<file path="src/tsom_cfg.svh">
// What this block does
// - polarity bit per pin, set means active low
// - drive-style bit: push-pull or drive-when-asserted only
// - pin zero drives only when its enable bit set
// - pin one drives only when aux enable bit set
// - select register holds two 5-bit source fields
// - any source on either pin, both allowed
// - code 01 routes the device interrupt
// - code 02 is the enabled-slots sample window
// - codes 05/06/07 copy slot A/B/both LED pulses
// - codes 0C/0D/0E flag slot A/B/either data written
// - written flag sets on data store, clears at next sample start
// - code 0F toggles once per sample period
// - half-rate starts low leaving standby, high after sample
// - codes 10/11 give constant logic 0/1
// - code 13 copies the 32 kHz oscillator
// - sample timing from 32 kHz, pulses from 32 MHz
`ifndef TSOM_CFG_SVH
`define TSOM_CFG_SVH

`define TSOM_ADDR_W 8
`define TSOM_DATA_W 16
`define TSOM_SEL_W 5

`define TSOM_ADDR_PIN_DRIVE 8'h02
`define TSOM_ADDR_PIN_SELECT 8'h0B
`define TSOM_ADDR_AUX_DRIVE 8'h4F

`define TSOM_CFG_POL0 0
`define TSOM_CFG_OD0 1
`define TSOM_CFG_EN0 2
`define TSOM_CFG_POL1 8
`define TSOM_CFG_OD1 9
`define TSOM_AUX_EN1 6

`define TSOM_SEL0_LSB 0
`define TSOM_SEL1_LSB 8

`define TSOM_RST_PIN_DRIVE 16'h0000
`define TSOM_RST_PIN_SELECT 16'h0000
`define TSOM_RST_AUX_DRIVE 16'h0000
`define TSOM_RDATA_NONE 16'h0000

`endif

</file>
<file path="src/tsom_pkg.sv">
package tsom_pkg;

  typedef enum logic [4:0] {
    TSOM_SEL_OFF = 5'h00,
    TSOM_SEL_IRQ = 5'h01,
    TSOM_SEL_WINDOW = 5'h02,
    TSOM_SEL_LED_A = 5'h05,
    TSOM_SEL_LED_B = 5'h06,
    TSOM_SEL_LED_AB = 5'h07,
    TSOM_SEL_WR_A = 5'h0C,
    TSOM_SEL_WR_B = 5'h0D,
    TSOM_SEL_WR_AB = 5'h0E,
    TSOM_SEL_HALF = 5'h0F,
    TSOM_SEL_LOGIC0 = 5'h10,
    TSOM_SEL_LOGIC1 = 5'h11,
    TSOM_SEL_OSC = 5'h13
  } tsom_sel_t;

  typedef enum logic [0:0] {
    TSOM_WIN_IDLE = 1'h0,
    TSOM_WIN_OPEN = 1'h1
  } tsom_win_state_t;

  // asserted level of the chosen source, before polarity
  function automatic logic tsom_select(input logic [4:0] code, input logic irq,
                                       input logic win, input logic led_a,
                                       input logic led_b, input logic wr_a,
                                       input logic wr_b, input logic half,
                                       input logic osc);
    logic v;
    v = 1'b0;
    case (code)
      TSOM_SEL_IRQ: v = irq;
      TSOM_SEL_WINDOW: v = win;
      TSOM_SEL_LED_A: v = led_a;
      TSOM_SEL_LED_B: v = led_b;
      TSOM_SEL_LED_AB: v = led_a | led_b;
      TSOM_SEL_WR_A: v = wr_a;
      TSOM_SEL_WR_B: v = wr_b;
      TSOM_SEL_WR_AB: v = wr_a | wr_b;
      TSOM_SEL_HALF: v = half;
      TSOM_SEL_LOGIC0: v = 1'b0;
      TSOM_SEL_LOGIC1: v = 1'b1;
      TSOM_SEL_OSC: v = osc;
      default: v = 1'b0;
    endcase
    return v;
  endfunction

endpackage

</file>
<file path="src/tsom_pin_drive.sv">
`timescale 1ns/1ps
module tsom_pin_drive
  import tsom_pkg::*;
(
  input wire logic clock_i,
  input wire logic resetn_i,
  input wire logic asserted_i,
  input wire logic polarity_low_i,
  input wire logic open_drain_i,
  input wire logic drive_en_i,
  output logic pin_o,
  output logic pin_oe_n_o
);

  logic pin_nxt;
  logic oe_n_nxt;

  always_comb begin
    pin_nxt = asserted_i ^ polarity_low_i;
    // open drain lets go of the line whenever the source is idle
    oe_n_nxt = !(drive_en_i && (!open_drain_i || asserted_i));
  end

  // one flop stage: a selector change gives one clean edge at most
  always_ff @(posedge clock_i) begin
    if (!resetn_i) begin
      pin_o <= 1'b0;
      pin_oe_n_o <= 1'b1;
    end else begin
      pin_o <= pin_nxt;
      pin_oe_n_o <= oe_n_nxt;
    end
  end

endmodule

</file>
<file path="src/tsom_half_rate.sv">
`timescale 1ns/1ps
module tsom_half_rate
  import tsom_pkg::*;
(
  input wire logic clock_i,
  input wire logic resetn_i,
  input wire logic normal_mode_i,
  input wire logic sample_done_i,
  output logic level_o
);

  logic normal_prev_r;
  logic level_nxt;

  always_comb begin
    if (!normal_mode_i || !normal_prev_r) begin
      level_nxt = 1'b0;
    end else if (sample_done_i) begin
      level_nxt = !level_o;
    end else begin
      level_nxt = level_o;
    end
  end

  always_ff @(posedge clock_i) begin
    if (!resetn_i) begin
      normal_prev_r <= 1'b0;
      level_o <= 1'b0;
    end else begin
      normal_prev_r <= normal_mode_i;
      level_o <= level_nxt;
    end
  end

endmodule

</file>
<file path="src/tsom_timing_mux.sv">
`timescale 1ns/1ps
`include "tsom_cfg.svh"
module tsom_timing_mux
  import tsom_pkg::*;
(
  input wire logic clock_i,
  input wire logic resetn_i,
  input wire logic [`TSOM_ADDR_W-1:0] reg_addr_i,
  input wire logic [`TSOM_DATA_W-1:0] reg_wdata_i,
  input wire logic reg_wr_i,
  input wire logic reg_rd_i,
  output logic [`TSOM_DATA_W-1:0] reg_rdata_o,
  input wire logic irq_i,
  input wire logic slot_a_en_i,
  input wire logic slot_b_en_i,
  input wire logic slot_a_start_i,
  input wire logic slot_a_end_i,
  input wire logic slot_b_start_i,
  input wire logic slot_b_end_i,
  input wire logic led_pulse_a_i,
  input wire logic led_pulse_b_i,
  input wire logic data_wr_a_i,
  input wire logic data_wr_b_i,
  input wire logic normal_mode_i,
  input wire logic osc32k_i,
  output logic timing_pin_zero_o,
  output logic timing_pin_zero_oe_n_o,
  output logic timing_pin_one_o,
  output logic timing_pin_one_oe_n_o
);

  logic [`TSOM_DATA_W-1:0] pin_drive_config_r;
  logic [`TSOM_DATA_W-1:0] pin_signal_select_r;
  logic [`TSOM_DATA_W-1:0] aux_pin_drive_enable_r;
  logic [`TSOM_DATA_W-1:0] rdata_nxt;

  tsom_win_state_t win_state_r;
  tsom_win_state_t win_state_nxt;
  logic win_start;
  logic win_end;
  logic sample_done;

  logic written_a_r;
  logic written_b_r;
  logic half_level;

  logic [`TSOM_SEL_W-1:0] sel_zero;
  logic [`TSOM_SEL_W-1:0] sel_one;
  logic asserted_zero;
  logic asserted_one;
  logic window_level;

  // register writes
  always_ff @(posedge clock_i) begin
    if (!resetn_i) begin
      pin_drive_config_r <= `TSOM_RST_PIN_DRIVE;
      pin_signal_select_r <= `TSOM_RST_PIN_SELECT;
      aux_pin_drive_enable_r <= `TSOM_RST_AUX_DRIVE;
    end else if (reg_wr_i) begin
      case (reg_addr_i)
        `TSOM_ADDR_PIN_DRIVE: pin_drive_config_r <= reg_wdata_i;
        `TSOM_ADDR_PIN_SELECT: pin_signal_select_r <= reg_wdata_i;
        `TSOM_ADDR_AUX_DRIVE: aux_pin_drive_enable_r <= reg_wdata_i;
        default: begin
        end
      endcase
    end
  end

  // register reads; unmapped addresses answer zero
  always_comb begin
    case (reg_addr_i)
      `TSOM_ADDR_PIN_DRIVE: rdata_nxt = pin_drive_config_r;
      `TSOM_ADDR_PIN_SELECT: rdata_nxt = pin_signal_select_r;
      `TSOM_ADDR_AUX_DRIVE: rdata_nxt = aux_pin_drive_enable_r;
      default: rdata_nxt = `TSOM_RDATA_NONE;
    endcase
  end

  always_ff @(posedge clock_i) begin
    if (!resetn_i) begin
      reg_rdata_o <= `TSOM_RDATA_NONE;
    end else if (reg_rd_i) begin
      reg_rdata_o <= rdata_nxt;
    end
  end

  // slot strobes arrive already timed by the 32 kHz and 32 MHz bases
  // and are sampled here as plain synchronous inputs
  always_comb begin
    win_start = slot_a_en_i ? slot_a_start_i : (slot_b_en_i && slot_b_start_i);
    win_end = slot_b_en_i ? slot_b_end_i : (slot_a_en_i && slot_a_end_i);
  end

  // sample window: open on the first enabled slot, shut on the last
  always_comb begin
    case (win_state_r)
      TSOM_WIN_IDLE: begin
        win_state_nxt = win_start ? TSOM_WIN_OPEN : TSOM_WIN_IDLE;
      end
      TSOM_WIN_OPEN: begin
        win_state_nxt = win_end ? TSOM_WIN_IDLE : TSOM_WIN_OPEN;
      end
      default: begin
        win_state_nxt = TSOM_WIN_IDLE;
      end
    endcase
  end

  always_ff @(posedge clock_i) begin
    if (!resetn_i) begin
      win_state_r <= TSOM_WIN_IDLE;
    end else begin
      win_state_r <= win_state_nxt;
    end
  end

  assign window_level = (win_state_r == TSOM_WIN_OPEN);
  assign sample_done = win_end && window_level;

  // data-written flags; a store landing on a sample start is kept
  always_ff @(posedge clock_i) begin
    if (!resetn_i) begin
      written_a_r <= 1'b0;
    end else if (data_wr_a_i) begin
      written_a_r <= 1'b1;
    end else if (win_start) begin
      written_a_r <= 1'b0;
    end
  end

  always_ff @(posedge clock_i) begin
    if (!resetn_i) begin
      written_b_r <= 1'b0;
    end else if (data_wr_b_i) begin
      written_b_r <= 1'b1;
    end else if (win_start) begin
      written_b_r <= 1'b0;
    end
  end

  tsom_half_rate u_half_rate (
    .clock_i(clock_i),
    .resetn_i(resetn_i),
    .normal_mode_i(normal_mode_i),
    .sample_done_i(sample_done),
    .level_o(half_level)
  );

  assign sel_zero = pin_signal_select_r[`TSOM_SEL0_LSB +: `TSOM_SEL_W];
  assign sel_one = pin_signal_select_r[`TSOM_SEL1_LSB +: `TSOM_SEL_W];

  // both pins see the same source set, so any code works on either pin
  always_comb begin
    asserted_zero = tsom_select(sel_zero, irq_i, window_level, led_pulse_a_i,
                                led_pulse_b_i, written_a_r, written_b_r,
                                half_level, osc32k_i);
    asserted_one = tsom_select(sel_one, irq_i, window_level, led_pulse_a_i,
                               led_pulse_b_i, written_a_r, written_b_r,
                               half_level, osc32k_i);
  end

  tsom_pin_drive u_pin_zero (
    .clock_i(clock_i),
    .resetn_i(resetn_i),
    .asserted_i(asserted_zero),
    .polarity_low_i(pin_drive_config_r[`TSOM_CFG_POL0]),
    .open_drain_i(pin_drive_config_r[`TSOM_CFG_OD0]),
    .drive_en_i(pin_drive_config_r[`TSOM_CFG_EN0]),
    .pin_o(timing_pin_zero_o),
    .pin_oe_n_o(timing_pin_zero_oe_n_o)
  );

  tsom_pin_drive u_pin_one (
    .clock_i(clock_i),
    .resetn_i(resetn_i),
    .asserted_i(asserted_one),
    .polarity_low_i(pin_drive_config_r[`TSOM_CFG_POL1]),
    .open_drain_i(pin_drive_config_r[`TSOM_CFG_OD1]),
    .drive_en_i(aux_pin_drive_enable_r[`TSOM_AUX_EN1]),
    .pin_o(timing_pin_one_o),
    .pin_oe_n_o(timing_pin_one_oe_n_o)
  );
endmodule

</file>
<file path="config.mk">
export PLATFORM = sky130hd
export DESIGN_NAME = tsom_timing_mux
export DESIGN_NICKNAME = d
export VERILOG_FILES = /design/src/tsom_pkg.sv /design/src/tsom_pin_drive.sv /design/src/tsom_half_rate.sv /design/src/tsom_timing_mux.sv
export VERILOG_INCLUDE_DIRS = /design/src
export SDC_FILE = /design/constraint.sdc
export NUM_CORES = 1
export LEC_CHECK = 0
export BUFFER_PORTS_ARGS = -buffer_cell sky130_fd_sc_hd__buf_2
export CAP_MARGIN = 30
export CELL_PAD_IN_SITES_DETAIL_PLACEMENT = 0
export CELL_PAD_IN_SITES_GLOBAL_PLACEMENT = 1
export CORE_AREA = 2 2 99 101
export CTS_CLUSTER_DIAMETER = 60
export DETAILED_ROUTE_END_ITERATION = 6
export DIE_AREA = 0 0 101 103
export GPL_ROUTABILITY_DRIVEN = 0
export PLACE_DENSITY = 0.83
export SETUP_SLACK_MARGIN = 0.3
export SYNTH_ARGS = -nofsm -noshare
export SYNTH_HDL_FRONTEND = slang
export SYNTH_SLANG_ARGS = --single-unit
</file>
<file path="constraint.sdc">
create_clock -name clock_i -period 1.55 [get_ports clock_i]
set_input_delay 0.155 -clock clock_i [delete_from_list [all_inputs] [get_ports clock_i]]
set_output_delay 0.155 -clock clock_i [all_outputs]
set_load 0.03 [all_outputs]
</file>
==> results of run 1 <==
==> critical path, cell delays in order, from the launching register on <==
cell,delay [ns]
dfxtp_4,0.38
mux2_4,0.30
a2bb2oi_2,0.13
nor3_1,0.07
a311oi_1,0.20
buf_4,0.16
mux2i_1,0.17
==> layer usage <==
layer  wire (um)  global-route usage (%)  vias up
met2        4730                    32.1       93
met3         439                    3.12       19
met5           0                       0        -
met4         227                    8.63        0
li1            -                       -     1526
met1        4050                    22.7     1454
==> per-stage QoR <==
stage	hold WS (ns)	std cells	instance area, um^2	total power, W
4_1_cts	0.00771	591	4100	0.00371
6_report	0.0101	592	4210	0.00370
3_3_place_gp	0.365	574	3870	0.00216
5_1_grt	0.0143	592	4210	0.00382
2_1_floorplan	0.272	395	3360	0.00203
3_5_place_dp	0.373	574	3870	0.00216
==> repair_timing <==
| item | in CTS | in global routing |
|---|---|---|
| pin swaps | 4 | 18 |
| setup endpoints to repair | 5 | 29 |
| buffers inserted | 1 | 0 |
| resized for setup | 9 | 23 |
| cloned | 0 | 1 |
==> placed cells by master, fill, tap and decap left out, types with 9 or more instances in the layout <==
cell	Yosys	routed
a2bb2oi_1	12	11
buf_2	5	58
o21ai_1	0	11
nand3_2	0	10
clkbuf_8	0	12
nand2_1	103	101
nor2_1	10	9
buf_4	4	26
a21oi_1	53	50
dfxtp_1	73	67
==> report_power, final <==
part / switching [W] / leakage (nW) / total [W] / internal, W
sequential: 0.00000934 / 0.592 / 0.00189 / 0.00188
clock: 0.000703 / 0.107 / 0.00158 / 0.000876
combinational: 0.000142 / 0.809 / 0.000236 / 0.0000946
==> cell type report <==
class | count | area, um^2
fill | 967 | 5250
tap | 114 | 143
clock buffer | 14 | 173
timing repair buffer | 93 | 622
sequential | 73 | 1470
clock inverter | 2 | 35.0
inverter | 10 | 37.5
multi-input combinational | 286 | 1730
==> cell families (layout without fill, tap and decap cells) <==
| group | count (synthesis) | after routing |
|---|---|---|
| AND/OR/NAND/NOR | 162 | 162 |
| AO/OA/AOI/OAI | 116 | 116 |
| flip-flops | 73 | 73 |
| buffers and inverters | 36 | 119 |
| multiplexers | 6 | 6 |
| XOR/XNOR | 2 | 2 |
==> flip-flops by register name, summed over array words and instances, names as in the netlist <==
signal / cells
written_a_r: 1
u_pin_zero.pin_oe_n_o: 1
u_pin_zero.pin_o: 1
pin_signal_select_r: 16
aux_pin_drive_enable_r: 16
reg_rdata_o: 16
pin_drive_config_r: 16
u_half_rate.normal_prev_r: 1
win_state_r: 1
u_pin_one.pin_oe_n_o: 1
u_pin_one.pin_o: 1
u_half_rate.level_o: 1
written_b_r: 1
==> how the worst min path moves through the flow <==
stage	start	end	slack, ns	cells after the start
floorplan	data_wr_a_i	written_a_r$_SDFFE_PN0P_	0.27	2
global placement	data_wr_b_i	written_b_r$_SDFFE_PN0P_	0.37	3
detailed placement	data_wr_b_i	written_b_r$_SDFFE_PN0P_	0.37	3
CTS	data_wr_b_i	written_b_r$_SDFFE_PN0P_	0.008	3
global route	data_wr_b_i	written_b_r$_SDFFE_PN0P_	0.01	3
finish	data_wr_a_i	written_a_r$_SDFFE_PN0P_	0.01	3
==> impl_metrics.tcl, run 1 <==
set metrics [dict create \
    timing.final.crit_share_pct 94.7 \
    post_synth_mux_area_share_pct 1.93 \
    average_wire_per_standard_cell_um 16.0 \
    max-cap-violations 0 \
    clk_latency_ns 0.35 \
    tritoncts_clock_tree "built" \
    area_growth_pct 32.7 \
    synth_largest_type_area_fraction_pct 46.0 \
    dp.final_hpwl_um 6700 \
    critPathLaunchType "flip-flop" \
    postSynth.topFlopCell "dfxtp_1" \
    synth_xor_area_share_pct 0.552 \
    cp-startpoint "pin_signal_select_r[11]$_SDFFE_PN0P_" \
    critPathCapture "u_pin_one.pin_o$_SDFF_PN0_" \
    min-delay-path-class "in2reg" \
    period_needed_ns 1.47 \
    drt-pass1-iter-count 4 \
    ctsRootBufferMaster "clkbuf_8" \
    die_h_um 103 \
    syn_inst 395 \
    fin_worst_skew_ns 0.0110 \
    fin_util_pct 44.5 \
    grt_antenna_before_repair 0 \
    cts.clk_slew.worst_paths_ns 0.07 \
    dieWidth_um 101 \
    slew_headroom_pct 75.0 \
    rows 36 \
    largest_family_of_logic_cells_by_synthesized_area "simple AND/OR/NAND/NOR gates" \
    worst-endpoint-arrival_ns 1.75 \
    timing.final.setup_violations 0 \
    totalNegativeSetupSlack_ns 0 \
    synthesis.area_um2 3170 \
    route.final.wire_length_um 9440 \
    post-route-drc-count 0 \
    drt-initial-drc-count 115 \
    crit-reg2reg-launch "pin_signal_select_r[11]$_SDFFE_PN0P_" \
    critical_path_peak_fanout 6 \
    pre_cts_ws_ns 0.0104 \
    seq_area_frac_synth_pct 46.0 \
    grt_pass1_wl_um 14900 \
    largest_area_contributor_in_the_netlist "dfxtp_1" \
    synth-warning-count 0 \
    crit-reg2reg-capture "u_pin_one.pin_o$_SDFF_PN0_" \
    cts.hold.buffers_added 0 \
    max-clock-path-buffers 2 \
    critical_path.endpoint_type "flip-flop" \
    cts_max_level 3 \
    final_critical_path_setup_slack_ns 0.0826 \
    synth_simple_gate_area_share_pct 23.5 \
    synth-adder-area-share_pct 0 \
    core_area_um2 9460 \
    synth-async-reset-ratio_pct 0 \
    yosysUniqueCellTypes 43 \
    floorplan.initialDensity_pct 33.6 \
    tightestPinTransition_ns 0.375 \
    synthTopCellsByArea "dfxtp_1, nand2_1, a21oi_1" \
    syn_nets 436 \
    vdd_ir_drop_max_v 0.000360 \
    worst-setup-path-type "reg2reg" \
    viasPerCell 5.22 \
    synth.ff_latch_count 73 \
    grt_setup_unrepaired "true" \
    synth_compound_area_share_pct 22.8 \
    detailroute.via_count 3092 \
    outcome "finished, final reports clean" \
    rr_worst_depth 6 \
    pwr_density_cell_nw_per_um2 879 \
    num-nets-final 514 \
    cts.sinks 73 \
    number_of_buffers_created_by_cts 9 \
    report.final.hold_viol_count 0 \
    grt.overflow.total 0 \
    maxSlewViolCount 0 \
    final_ant_viol_nets 0 \
    static-leakage-power_nw 1.51 \
    synth_common_cells "nand2_1, dfxtp_1, a21oi_1" \
    synth_edf_count 0 \
    dieArea_um2 10400 \
    place.port_buffers 60 \
    synth_most_common_cell "nand2_1" \
    register_to_register_setup_slack_ns 0.08 \
    timing.fmax_mhz 681 \
    diode_insertion_count_for_antenna_repair 0 \
    syn-mean-instance-area_um2 8.04 \
    grt_pass1_vias 3078 \
    grt_max_degree 35 \
    grt.total_usage_pct 18.6 \
    final_layout_size_suffix_gt1_share_pct 32.0 \
    worst-endpoint-required_ns 1.83 \
    design.portCount 61 \
]
Note: power is estimated with default switching activity, not from simulation.
==> run 2: changes to the inputs <==
Settings changed: CELL_PAD_IN_SITES_DETAIL_PLACEMENT 0 to default, CELL_PAD_IN_SITES_GLOBAL_PLACEMENT 1 to default, PLACE_DENSITY 0.83 to 0.68.
==> impl_metrics.tcl, run 2 (synthesis gave the netlist of run 1 again) <==
set metrics [dict create \
    m1WireLength_um 4100 \
    slew_headroom_pct 75.9 \
    routed-wl-met2_um 4570 \
    cp-startpoint "pin_signal_select_r[11]$_SDFFE_PN0P_" \
    register_to_register_setup_slack_ns 0.05 \
    min-delay-path-class "in2reg" \
    area_growth_pct 33.3 \
    grt_max_degree 30 \
    ctsRootBufferMaster "clkbuf_8" \
    crit-reg2reg-launch "pin_signal_select_r[11]$_SDFFE_PN0P_" \
    fin_worst_skew_ns 0.00857 \
    grt.overflow.total 0 \
    tritoncts_clock_tree "built" \
    drt-pass1-iter-count 5 \
    critPathCapture "u_pin_one.pin_o$_SDFF_PN0_" \
    final_layout_size_suffix_gt1_share_pct 34.2 \
    grt_setup_unrepaired "true" \
    worstPathCellList "mux2_4 > a2bb2oi_2 > nor3_2 > a311oi_1 > buf_4 > mux2i_1" \
    grt_antenna_before_repair 0 \
    cts.clk_slew.worst_paths_ns 0.08 \
    timing.fmax_mhz 666 \
    number_of_buffers_created_by_cts 9 \
    routed_length_on_met3_um 594 \
    max-clock-path-buffers 2 \
    mostFrequentLayoutCells "nand2_1, dfxtp_1, buf_2" \
    worst_hold_slack_ns 0.0200 \
    num-fill-cells 941 \
    grt_pass1_wl_um 14700 \
    die_h_um 103 \
    cts.hold.buffers_added 0 \
    diode_insertion_count_for_antenna_repair 0 \
    place.port_buffers 60 \
    timing.final.setup_violations 0 \
    layout.cells.most_common "nand2_1" \
    outcome "finished, final reports clean" \
    dieWidth_um 101 \
    maxSlewViolCount 0 \
    critPathLaunchType "flip-flop" \
    worst-endpoint-arrival_ns 1.78 \
    rr_worst_depth 6 \
    totalNegativeSetupSlack_ns 0 \
    timing.final.crit_share_pct 96.8 \
    worst-endpoint-required_ns 1.83 \
    drt-initial-drc-count 147 \
    detailroute.via_count 3180 \
    num-nets-final 516 \
    pre_cts_ws_ns -0.00733 \
    grt_pass1_vias 3079 \
    dieArea_um2 10400 \
    max-cap-violations 0 \
    pwr_density_cell_nw_per_um2 820 \
    worst_path_max_delay_cell "dfxtp_4" \
    tightestPinTransition_ns 0.360 \
    floorplan.initialDensity_pct 33.6 \
    clk_latency_ns 0.35 \
    report.final.hold_viol_count 0 \
    final_critical_path_setup_slack_ns 0.0492 \
    cts_max_level 3 \
    grt.total_usage_pct 18.2 \
    report.power.total_w 0.00347 \
    route.final.wire_length_um 9460 \
    place.detailed.instances 571 \
    period_needed_ns 1.50 \
    critPathMaxStageDelay_ns 0.38 \
    cts.sinks 73 \
    dr.max_layer_used "met4" \
    worst-setup-path-type "reg2reg" \
    viasPerCell 5.35 \
    critical_path_peak_fanout 5 \
    static-leakage-power_nw 1.50 \
    post-route-drc-count 0 \
    critical_path.endpoint_type "flip-flop" \
    rows 36 \
    design.portCount 61 \
    average_wire_per_standard_cell_um 15.9 \
    vdd_ir_drop_max_v 0.000392 \
    crit-reg2reg-capture "u_pin_one.pin_o$_SDFF_PN0_" \
    finalNonFillerCells 594 \
    dp.final_hpwl_um 6550 \
    final_ant_viol_nets 0 \
    core_area_um2 9460 \
]
run 2: changes by cell type in the layout (fill, tap and decap cells not counted), moves of 2 or more:
cell        change
dfxtp_1         -2
clkinvlp_4      +2
buf_6           +2
a22oi_2         +3
a2bb2oi_2       +2
nor3_2          +2
clkbuf_8        -2
a22oi_1         -3
dfxtp_4         +2
a2bb2oi_1       -2
run 2: worst min path at each step:
stage / start / to / cells after the start
global route: data_wr_b_i / written_b_r$_SDFFE_PN0P_ / 3
global placement: data_wr_b_i / written_b_r$_SDFFE_PN0P_ / 3
detailed placement: normal_mode_i / u_half_rate.normal_prev_r$_SDFF_PN0_ / 2
floorplan: data_wr_a_i / written_a_r$_SDFFE_PN0P_ / 2
CTS: data_wr_b_i / written_b_r$_SDFFE_PN0P_ / 3
finish: data_wr_b_i / written_b_r$_SDFFE_PN0P_ / 3
run 2: cell type report:
| type | count | area [um^2] | share of cell area (%) |
|---|---|---|---|
| clock buffers | 12 | 145 | 3.43 |
| clock inverters | 4 | 28.8 | 0.680 |
| multi-input cells | 286 | 1780 | 41.9 |
| well taps | 114 | 143 | 3.37 |
| repair buffers | 95 | 622 | 14.7 |
| flip-flops and latches | 73 | 1480 | 35.0 |
| inverters | 10 | 37.5 | 0.887 |
run 2: report_power, final:
group / switching, W / leakage [nW] / internal (W)
clock: 0.000721 / 0.0826 / 0.000626
sequential: 0.00000958 / 0.594 / 0.00188
combinational: 0.000142 / 0.825 / 0.0000947
total: 0.000873 / 1.50 / 0.00260
run 2: critical path, delay by kind of cell, from the launching register on:
kind	cells	cell delay, ns
flip-flops	1	0.38
multiplexers	2	0.47
AO/OA/AOI/OAI	2	0.36
AND/OR/NAND/NOR	1	0.06
buffers and inverters	1	0.16
run 2: stage by stage:
stage / cell area, um^2 / utilization [%]
floorplan: 3360 / -
global placement: 3840 / 40.6
detailed placement: 3840 / 40.6
CTS: 4050 / 42.9
global route: 4230 / 44.7
finish: 4230 / 44.7
run 2: metal layers:
metal	GRT usage [%]	vias up
li1	-	1541
met3	3.46	19
met1	22.5	1511
met4	7.80	0
met2	31.0	109
met5	0	-
run 2: repair_timing:
action | in CTS | in global routing
pin swaps | 4 | 17
cloned | 0 | 2
buffers inserted | 3 | 2
endpoints found under the hold margin | 0 | 0
gates resized for setup | 12 | 31
endpoints found under the setup margin | 4 | 14
